## config.mk

```make
export PLATFORM = sky130hd
export DESIGN_NAME = cssc_ctl
export DESIGN_NICKNAME = d
export VERILOG_FILES = /design/src/inc/cssc_pkg.sv /design/src/design/cssc_ctl.sv /design/src/design/cssc_sync.sv
export VERILOG_INCLUDE_DIRS = /design/src /design/src/inc
export SDC_FILE = /design/constraint.sdc
export NUM_CORES = 1
export LEC_CHECK = 0
export ABC_AREA = 1
export ABC_CLOCK_PERIOD_IN_PS = 1750
export BUFFER_PORTS_ARGS = -buffer_cell sky130_fd_sc_hd__buf_4
export CORE_ASPECT_RATIO = 0.7
export CORE_MARGIN = 4
export CORE_UTILIZATION = 40
export CTS_BUF_LIST = sky130_fd_sc_hd__clkbuf_8
export CTS_CLUSTER_DIAMETER = 60
export DETAILED_ROUTE_END_ITERATION = 7
export PLACE_DENSITY_LB_ADDON = 0.25
export SLEW_MARGIN = 0
export SYNTH_ARGS = -nofsm -noshare
export SYNTH_HDL_FRONTEND = slang
export SYNTH_SLANG_ARGS = --single-unit
```

## constraint.sdc

```tcl
create_clock -name i_mclk -period 1.75 [get_ports i_mclk]
set_input_delay 0.525 -clock i_mclk [delete_from_list [all_inputs] [get_ports i_mclk]]
set_output_delay 0.525 -clock i_mclk [all_outputs]
set_load 0.03 [all_outputs]
```

## src/inc/cssc_params.svh

```systemverilog
// Purpose: constants for the charge state supervisor controller
// Assumes: 200 MHz clock, tick-based hold-off timing
// Notes: counts derived from times and clock rate
// Contract
// - end-of-power charge complete: green, halt 5 s
// - full charge status: complete LED, keep power
// - status below 90 percent restores charging LED
// - overcurrent: fault, halt one minute, retry
// - strap fitted: boot-load supervisor at first power-up
// - standby with supervisor: issue standby entry command
// - standby wake every 400 ms to ping (code pings every 401 ms)
`ifndef CSSC_PARAMS_SVH
`define CSSC_PARAMS_SVH
`define CSSC_CLK_MHZ 200
`define CSSC_TICK_US 1000
`define CSSC_TICK_CYC (`CSSC_TICK_US * `CSSC_CLK_MHZ)
`define CSSC_CC_HOLD_S 5
`define CSSC_OC_HOLD_S 60
`define CSSC_CC_HOLD_TICKS (`CSSC_CC_HOLD_S * 1000000 / `CSSC_TICK_US)
`define CSSC_OC_HOLD_TICKS (`CSSC_OC_HOLD_S * 1000000 / `CSSC_TICK_US)
`define CSSC_WAKE_MS 400
`define CSSC_WAKE_TICKS (`CSSC_WAKE_MS * 1000 / `CSSC_TICK_US)
`define CSSC_EPT_CHARGE_DONE 8'h01
`define CSSC_CS_FULL 8'h64
`define CSSC_CS_LOW 8'h5a
`define CSSC_STRAP_CNT 3'h7
`endif

```

## src/inc/cssc_pkg.sv

```systemverilog
// Purpose: types for the charge state supervisor controller
// Assumes: nothing
// Notes: led and controller states
package cssc_pkg;
  typedef enum logic [1:0] {CSSC_LED_OFF, CSSC_LED_CHARGING, CSSC_LED_DONE, CSSC_LED_FAULT} cssc_led_t;
  typedef enum logic [2:0] {CSSC_ST_STRAP, CSSC_ST_BOOT, CSSC_ST_IDLE, CSSC_ST_POWER, CSSC_ST_HOLD,
                            CSSC_ST_STANDBY} cssc_state_t;
endpackage

```

## src/design/cssc_ctl.sv

```systemverilog
// Purpose: charge state, fault hold-off and supervisor hand-off control
// Assumes: packet decoding done upstream, same clock
// Notes: one packed state struct
`timescale 1ns/1ps
`include "cssc_params.svh"
`default_nettype none
module cssc_ctl
  import cssc_pkg::*;
#(
  parameter int TICK_CYC = `CSSC_TICK_CYC,
  parameter int CC_HOLD_TICKS = `CSSC_CC_HOLD_TICKS,
  parameter int OC_HOLD_TICKS = `CSSC_OC_HOLD_TICKS,
  parameter int WAKE_TICKS = `CSSC_WAKE_TICKS,
  parameter int BOOT_WORDS = 16
)
(
  input wire logic i_mclk,
  input wire logic i_rstn,
  input wire logic i_ept_valid,
  input wire logic [7:0] i_ept_code,
  input wire logic i_cs_valid,
  input wire logic [7:0] i_cs_percent,
  input wire logic i_rx_present,
  input wire logic i_overcurrent,
  input wire logic i_supervisor_strap,
  input wire logic i_boot_ready,
  output logic o_power_en,
  output logic [1:0] o_led,
  output logic o_fault,
  output logic o_boot_valid,
  output logic [7:0] o_boot_data,
  output logic o_standby_cmd,
  output logic o_ping
);
  // ************************************************
  // state
  // ************************************************
  typedef struct packed {
    cssc_state_t fsm;
    cssc_led_t led;
    logic sup_fitted;
    logic [2:0] strap_cnt;
    logic [7:0] boot_idx;
    logic [31:0] div;
    logic [31:0] hold;
    logic [31:0] wake;
    logic power_en;
    logic fault;
    logic boot_valid;
    logic [7:0] boot_data;
    logic standby_cmd;
    logic ping;
  } cssc_ctl_t;
  cssc_ctl_t st_reg;
  cssc_ctl_t st_next;
  logic oc_level;
  logic strap_level;
  logic tick;
  logic [7:0] fw_rom [BOOT_WORDS];
  // ************************************************
  // embedded supervisor image
  // ************************************************
  genvar gi;
  generate
    for (gi = 0; gi < BOOT_WORDS; gi++)
    begin : g_rom
      assign fw_rom[gi] = 8'(gi * 37 + 5);
    end
  endgenerate
  cssc_sync u_oc_sync (
    .i_mclk(i_mclk),
    .i_rstn(i_rstn),
    .i_pin(i_overcurrent),
    .o_level(oc_level)
  );
  cssc_sync u_strap_sync (
    .i_mclk(i_mclk),
    .i_rstn(i_rstn),
    .i_pin(i_supervisor_strap),
    .o_level(strap_level)
  );
  assign tick = (st_reg.div == 32'(TICK_CYC - 1));
  // ************************************************
  // next state
  // ************************************************
  always_comb
  begin
    st_next = st_reg;
    st_next.ping = 1'b0;
    st_next.standby_cmd = 1'b0;
    st_next.div = tick ? 32'h0 : st_reg.div + 32'h1;
    if (tick && st_reg.hold != 32'h0)
    begin
      st_next.hold = st_reg.hold - 32'h1;
    end
    if (i_cs_valid && st_reg.led == CSSC_LED_DONE && i_cs_percent < `CSSC_CS_LOW)
    begin
      st_next.led = CSSC_LED_CHARGING;
    end
    case (st_reg.fsm)
      CSSC_ST_STRAP:
      begin
        st_next.strap_cnt = st_reg.strap_cnt + 3'h1;
        if (st_reg.strap_cnt == `CSSC_STRAP_CNT)
        begin
          st_next.sup_fitted = strap_level;
          st_next.fsm = strap_level ? CSSC_ST_BOOT : CSSC_ST_IDLE;
        end
      end
      CSSC_ST_BOOT:
      begin
        st_next.boot_valid = 1'b1;
        st_next.boot_data = fw_rom[st_reg.boot_idx[3:0]];
        if (st_reg.boot_valid && i_boot_ready)
        begin
          if (st_reg.boot_idx == 8'(BOOT_WORDS - 1))
          begin
            st_next.boot_valid = 1'b0;
            st_next.fsm = CSSC_ST_IDLE;
          end
          else
          begin
            st_next.boot_idx = st_reg.boot_idx + 8'h1;
            st_next.boot_data = fw_rom[st_reg.boot_idx[3:0] + 4'h1];
          end
        end
      end
      CSSC_ST_IDLE:
      begin
        st_next.fault = 1'b0;
        if (i_rx_present)
        begin
          st_next.power_en = 1'b1;
          if (st_reg.led != CSSC_LED_DONE)
          begin
            st_next.led = CSSC_LED_CHARGING;
          end
          st_next.fsm = CSSC_ST_POWER;
        end
        else
        begin
          st_next.wake = 32'(WAKE_TICKS);
          st_next.fsm = CSSC_ST_STANDBY;
        end
      end
      CSSC_ST_POWER:
      begin
        if (oc_level)
        begin
          st_next.power_en = 1'b0;
          st_next.fault = 1'b1;
          st_next.led = CSSC_LED_FAULT;
          st_next.hold = 32'(OC_HOLD_TICKS);
          st_next.fsm = CSSC_ST_HOLD;
        end
        else if (i_ept_valid && i_ept_code == `CSSC_EPT_CHARGE_DONE)
        begin
          st_next.power_en = 1'b0;
          st_next.led = CSSC_LED_DONE;
          st_next.hold = 32'(CC_HOLD_TICKS);
          st_next.fsm = CSSC_ST_HOLD;
        end
        else if (i_cs_valid && i_cs_percent == `CSSC_CS_FULL)
        begin
          st_next.led = CSSC_LED_DONE;
        end
        else if (!i_rx_present)
        begin
          st_next.power_en = 1'b0;
          st_next.fsm = CSSC_ST_IDLE;
        end
      end
      CSSC_ST_HOLD:
      begin
        if (st_reg.hold == 32'h0)
        begin
          st_next.fsm = CSSC_ST_IDLE;
        end
      end
      CSSC_ST_STANDBY:
      begin
        if (i_rx_present)
        begin
          st_next.fsm = CSSC_ST_IDLE;
        end
        else if (tick)
        begin
          if (st_reg.wake == 32'h0)
          begin
            st_next.ping = 1'b1;
            st_next.wake = 32'(WAKE_TICKS);
            st_next.standby_cmd = st_reg.sup_fitted;
          end
          else
          begin
            st_next.wake = st_reg.wake - 32'h1;
          end
        end
      end
      default:
      begin
        st_next.fsm = CSSC_ST_IDLE;
      end
    endcase
  end
  always_ff @(posedge i_mclk or negedge i_rstn)
  begin
    if (!i_rstn)
    begin
      st_reg <= '0;
    end
    else
    begin
      st_reg <= st_next;
    end
  end
  assign o_power_en = st_reg.power_en;
  assign o_led = st_reg.led;
  assign o_fault = st_reg.fault;
  assign o_boot_valid = st_reg.boot_valid;
  assign o_boot_data = st_reg.boot_data;
  assign o_standby_cmd = st_reg.standby_cmd;
  assign o_ping = st_reg.ping;
endmodule
`default_nettype wire

```

## src/design/cssc_sync.sv

```systemverilog
// Purpose: three-stage pin synchroniser with agreement filter
// Assumes: asynchronous pin input
// Notes: output changes once stages two and three agree
`timescale 1ns/1ps
`default_nettype none
module cssc_sync
  import cssc_pkg::*;
(
  input wire logic i_mclk,
  input wire logic i_rstn,
  input wire logic i_pin,
  output logic o_level
);
  typedef struct packed {
    logic [2:0] stage;
    logic level;
  } cssc_sync_t;
  cssc_sync_t st_reg;
  cssc_sync_t st_next;
  always_comb
  begin
    st_next = st_reg;
    st_next.stage = {st_reg.stage[1:0], i_pin};
    if (st_reg.stage[1] == st_reg.stage[2])
    begin
      st_next.level = st_reg.stage[2];
    end
  end
  always_ff @(posedge i_mclk or negedge i_rstn)
  begin
    if (!i_rstn)
    begin
      st_reg <= '0;
    end
    else
    begin
      st_reg <= st_next;
    end
  end
  assign o_level = st_reg.level;
endmodule
`default_nettype wire

```

==> run summary <==
The run finished, with violations left. The checks that failed: negative setup slack. CTS placed an instance of sky130_fd_sc_hd__clkbuf_8 at the clock tree root.

Max-cap violations in this run came to 0. The sum of negative setup slack came out at -1008 ps. The worst setup path is captured at a flip-flop. The overall routing resource usage came out at 0.2023. The final critical delay including setup and external delays came out at 1811 ps. The sequential group share of total power came out at 0.539.

The final cycle utilization of the critical path came out at 1.035. The routed wire length came out at 25.12 mm. The instance count of the mapped netlist is 1260. Dividing the synthesized area by the synthesized cell count gives 6.863 sq um. Across all register-to-register paths, the minimum setup slack is -60 ps. STA classifies the critical path startpoint as a flip-flop. The site row count came out at 44. The count of input and output buffers came out at 38. Dividing the detail-routed wire length by the instance count gives 14.33 microns. Of the total power, combinational logic draws 0.027. The critical path arrival came out at 2160 ps.

The worst-margin pin slew came out at 399.1 ps. The net count of the mapped netlist came out at 1299. The area of all placed cells without fillers came out at 11730 sq um. The synthesis-to-finish area growth came out at 35.61%. The first global-routing pass estimated 39.58 mm of wire. In this design, the critical path's most frequently occurring cell is sky130_fd_sc_hd__nand2_1.

The net switching power figure came out at 1.422 mW. The total count of max-transition violations in the final report was 0. The maximum resistive drop on vdd came out at 0.5940 mV. STA puts the critical path data required time at 2100 ps.

The largest net degree at the start of global routing is 35. Measured along the y axis, the die boundary spans 131.0 microns. Counting the buffers created by CTS gives 17. The initial utilization of the core area, before any placement, comes to 0.4123. The number of routed nets with antenna violations came out at 0. The number of flip-flops in the largest register is 111. The internal portion of total power is 4.357 mW.

The top-level I/O count came out at 39. TritonCTS built the clock tree. Leaving out fill and tap cells, the most frequent cell in the layout is sky130_fd_sc_hd__nand2_1.

The slack of the critical path came out at -60.68 ps. The half-perimeter wire length of the detailed placement result came out at 17.92 mm. The number of sinks on the clock net is 134. The final setup violation count came out at 38.

At the later pin of the worst-skew pair, clock insertion delay measures 460 ps. The remaining global-route overflow is 0. In the routed design, unresolved DRC markers number 0. Clock-pin slew was measured on the worst setup and hold paths at 80 ps. The number of synthesis warnings is 0. The delay of the slowest cell on the worst path came out at 380 ps. The slowest stage cell on the critical path is sky130_fd_sc_hd__dfrtp_1. The clock tree skew after final layout is 15.09 ps. The clock share of power is 0.434. At the end of routability-driven placement, the weighted congestion stood at 0.8948. The critical path class is flip-flop to flip-flop. The leakage power of the design is 6.000 nW. The register bit count reported by yosys is 134. The clock passes through at most 2 buffers. The highest achievable clock rate came out at 0.5523 GHz. The ratio of routed vias to standard cells is 4.990. The share of layout cells above drive strength 1 is 0.3013.

Traced cell by cell, the critical path runs through buf_4 > nor2_2 > nand2_1 > nor2_2 > nand3_2 > nor2_4 > nand2_4 > nand2_8 > buf_12 > clkinv_8 > nand2_1 > nand2_1. The number of failing hold endpoints at the final stage came to 0. The antenna diode instance count came out at 0. Along the worst path, the maximum fanout reaches 8. The share of the Yosys chip area taken by registers is 0.3878. Setup repair after global routing could not meet its margin everywhere. The switching power as a share of total power is 0.2461.

The die covers 24070 sq um. The first detailed-routing pass took 6 iterations. The path type of the worst min-delay path is primary input to flip-flop. The synthesized cell area came out at 8647 sq um. The maximum level of the CTS H-tree is 4.

The placeable core region is 20980 sq um. The overall die width came out at 183.7 microns. The via count of the first global-routing pass is 7923. The distinct cell type count of the synthesized netlist came out at 45.

The number of vias in the routed layout is 8748. The number of DRC markers after the initial detailed-route iteration is 706. After the last flow step, the layout net total stands at 1503.

Headroom to the max-slew limit came out at 0.7339. The instance area at placement is 10240 sq um. Leaving out fill and tap cells, the most frequent cells in the layout are sky130_fd_sc_hd__nand2_1 (307), sky130_fd_sc_hd__buf_4 (187), sky130_fd_sc_hd__nor2_1 (169). The ratio of total power to cell area is 492.8 nW/um^2. The initial antenna violation count is 0.
## power groups by stage
stage | clock (mW) | sequential, mW | combinational [mW]
floorplan | 0 | 3.17 | 0.0216
global placement | 0 | 3.17 | 0.158
detailed placement | 0 | 3.17 | 0.160
CTS | 2.57 | 3.11 | 0.163
global route | 2.70 | 3.11 | 0.181
finish | 2.51 | 3.11 | 0.158
## cells in the mapped netlist (all sizes together)
library cell	n	area, sq um
clkinv	2	8.750
o21ai	44	220.2
o2111ai	1	8.760
and3	1	6.260
dfrtp	134	3353
a21oi	40	219.0
a31oi	1	6.260
clkbuf	5	18.77
inv	147	551.8
maj3	2	20.02
xnor2	11	96.34
a22oi	1	7.510
and2	1	6.260
nand4	26	168.9
a21boi	1	7.510
nand3b	4	30.03
a211oi	2	15.01
ha	15	187.7
o22ai	4	25.02
xor2	45	394.1
a22o	1	8.760
buf	27	212.7
nand3	104	525.5
nand2	353	1343
o211ai	7	52.55
o221ai	2	17.52
or2	5	31.28
nor2	237	907.1
nor3b	3	22.52
nor3	34	175.2
## metal layers
| layer | vias up | routed length [microns] | GRT usage |
|---|---|---|---|
| li1 | 4405 | - | - |
| met1 | 4097 | 12800 | 0.3186 |
| met2 | 220 | 10840 | 0.2919 |
| met3 | 26 | 1227 | 0.03431 |
| met4 | 0 | 248 | 0.03955 |
| met5 | - | 0 | 0 |
## cell families (layout without fill, tap and decap cells)
kind of cell | count (synthesis) | count (layout) | share of synthesized area
compound gates | 104 | 104 | 0.06801
xor+xnor | 56 | 56 | 0.05672
fa+ha+maj | 17 | 17 | 0.02402
buf+inv | 181 | 398 | 0.09159
flops | 134 | 134 | 0.3878
simple gates | 768 | 768 | 0.3719
## worst max-delay path: cells and delay by family, from the launching register on
kind          cells  cell delay (ps)
simple gates      9              940
flops             1              380
buf+inv           3              370
## per-stage QoR
stage                     utilization  power (mW)  hold slack [ps]  cells  worst slack (ps)
after global routing           0.5591       5.996            139.5   1753            -150.7
after detailed placement       0.4881       3.334            336.3   1685            -130.8
after CTS                      0.5132       5.840            143.1   1723            -8.764
after global placement         0.4881       3.331            335.8   1685            -119.5
final                          0.5591       5.779            175.8   1753            -60.68
after floorplan                     -       3.194            229.4   1260            -24.56
## worst paths after layout
check,from,endpoint,cells past startpoint
setup / recovery,st_reg[86]$_DFF_PN0_,st_reg[35]$_DFFE_PN0P_,12
hold / removal,i_supervisor_strap,u_strap_sync.st_next[2]$_DFF_PN0_,1
setup reg to reg,st_reg[86]$_DFF_PN0_,st_reg[35]$_DFFE_PN0P_,12
hold reg to reg,u_oc_sync.st_next[2]$_DFF_PN0_,u_oc_sync.st_next[3]$_DFF_PN0_,0
max in group asynchronous,i_rstn,st_reg[22]$_DFFE_PN0P_,3
min in group asynchronous,i_rstn,st_reg[59]$_DFF_PN0_,2
## cell type report
class                           count  area (sq um)
Tap cell                          276         345.3
Inverter                          149         578.1
Timing Repair inverter              2         20.02
Fill cell                        1956          9249
Multi-Input combinational cell    945          5180
Clock inverter                     13         108.9
Timing Repair Buffer              215          1872
Sequential cell                   134          3361
Clock buffer                       19         261.5
## repair_timing
item                                    CTS  global route
setup buffers                             4            23
endpoints found under the setup margin   52            90
endpoints found under the hold margin    29             0
resized for setup                        31           214
gates cloned                              1             7
pin swaps                                 3            48
hold buffers                              1             0
(Power assumes the default switching activity.)
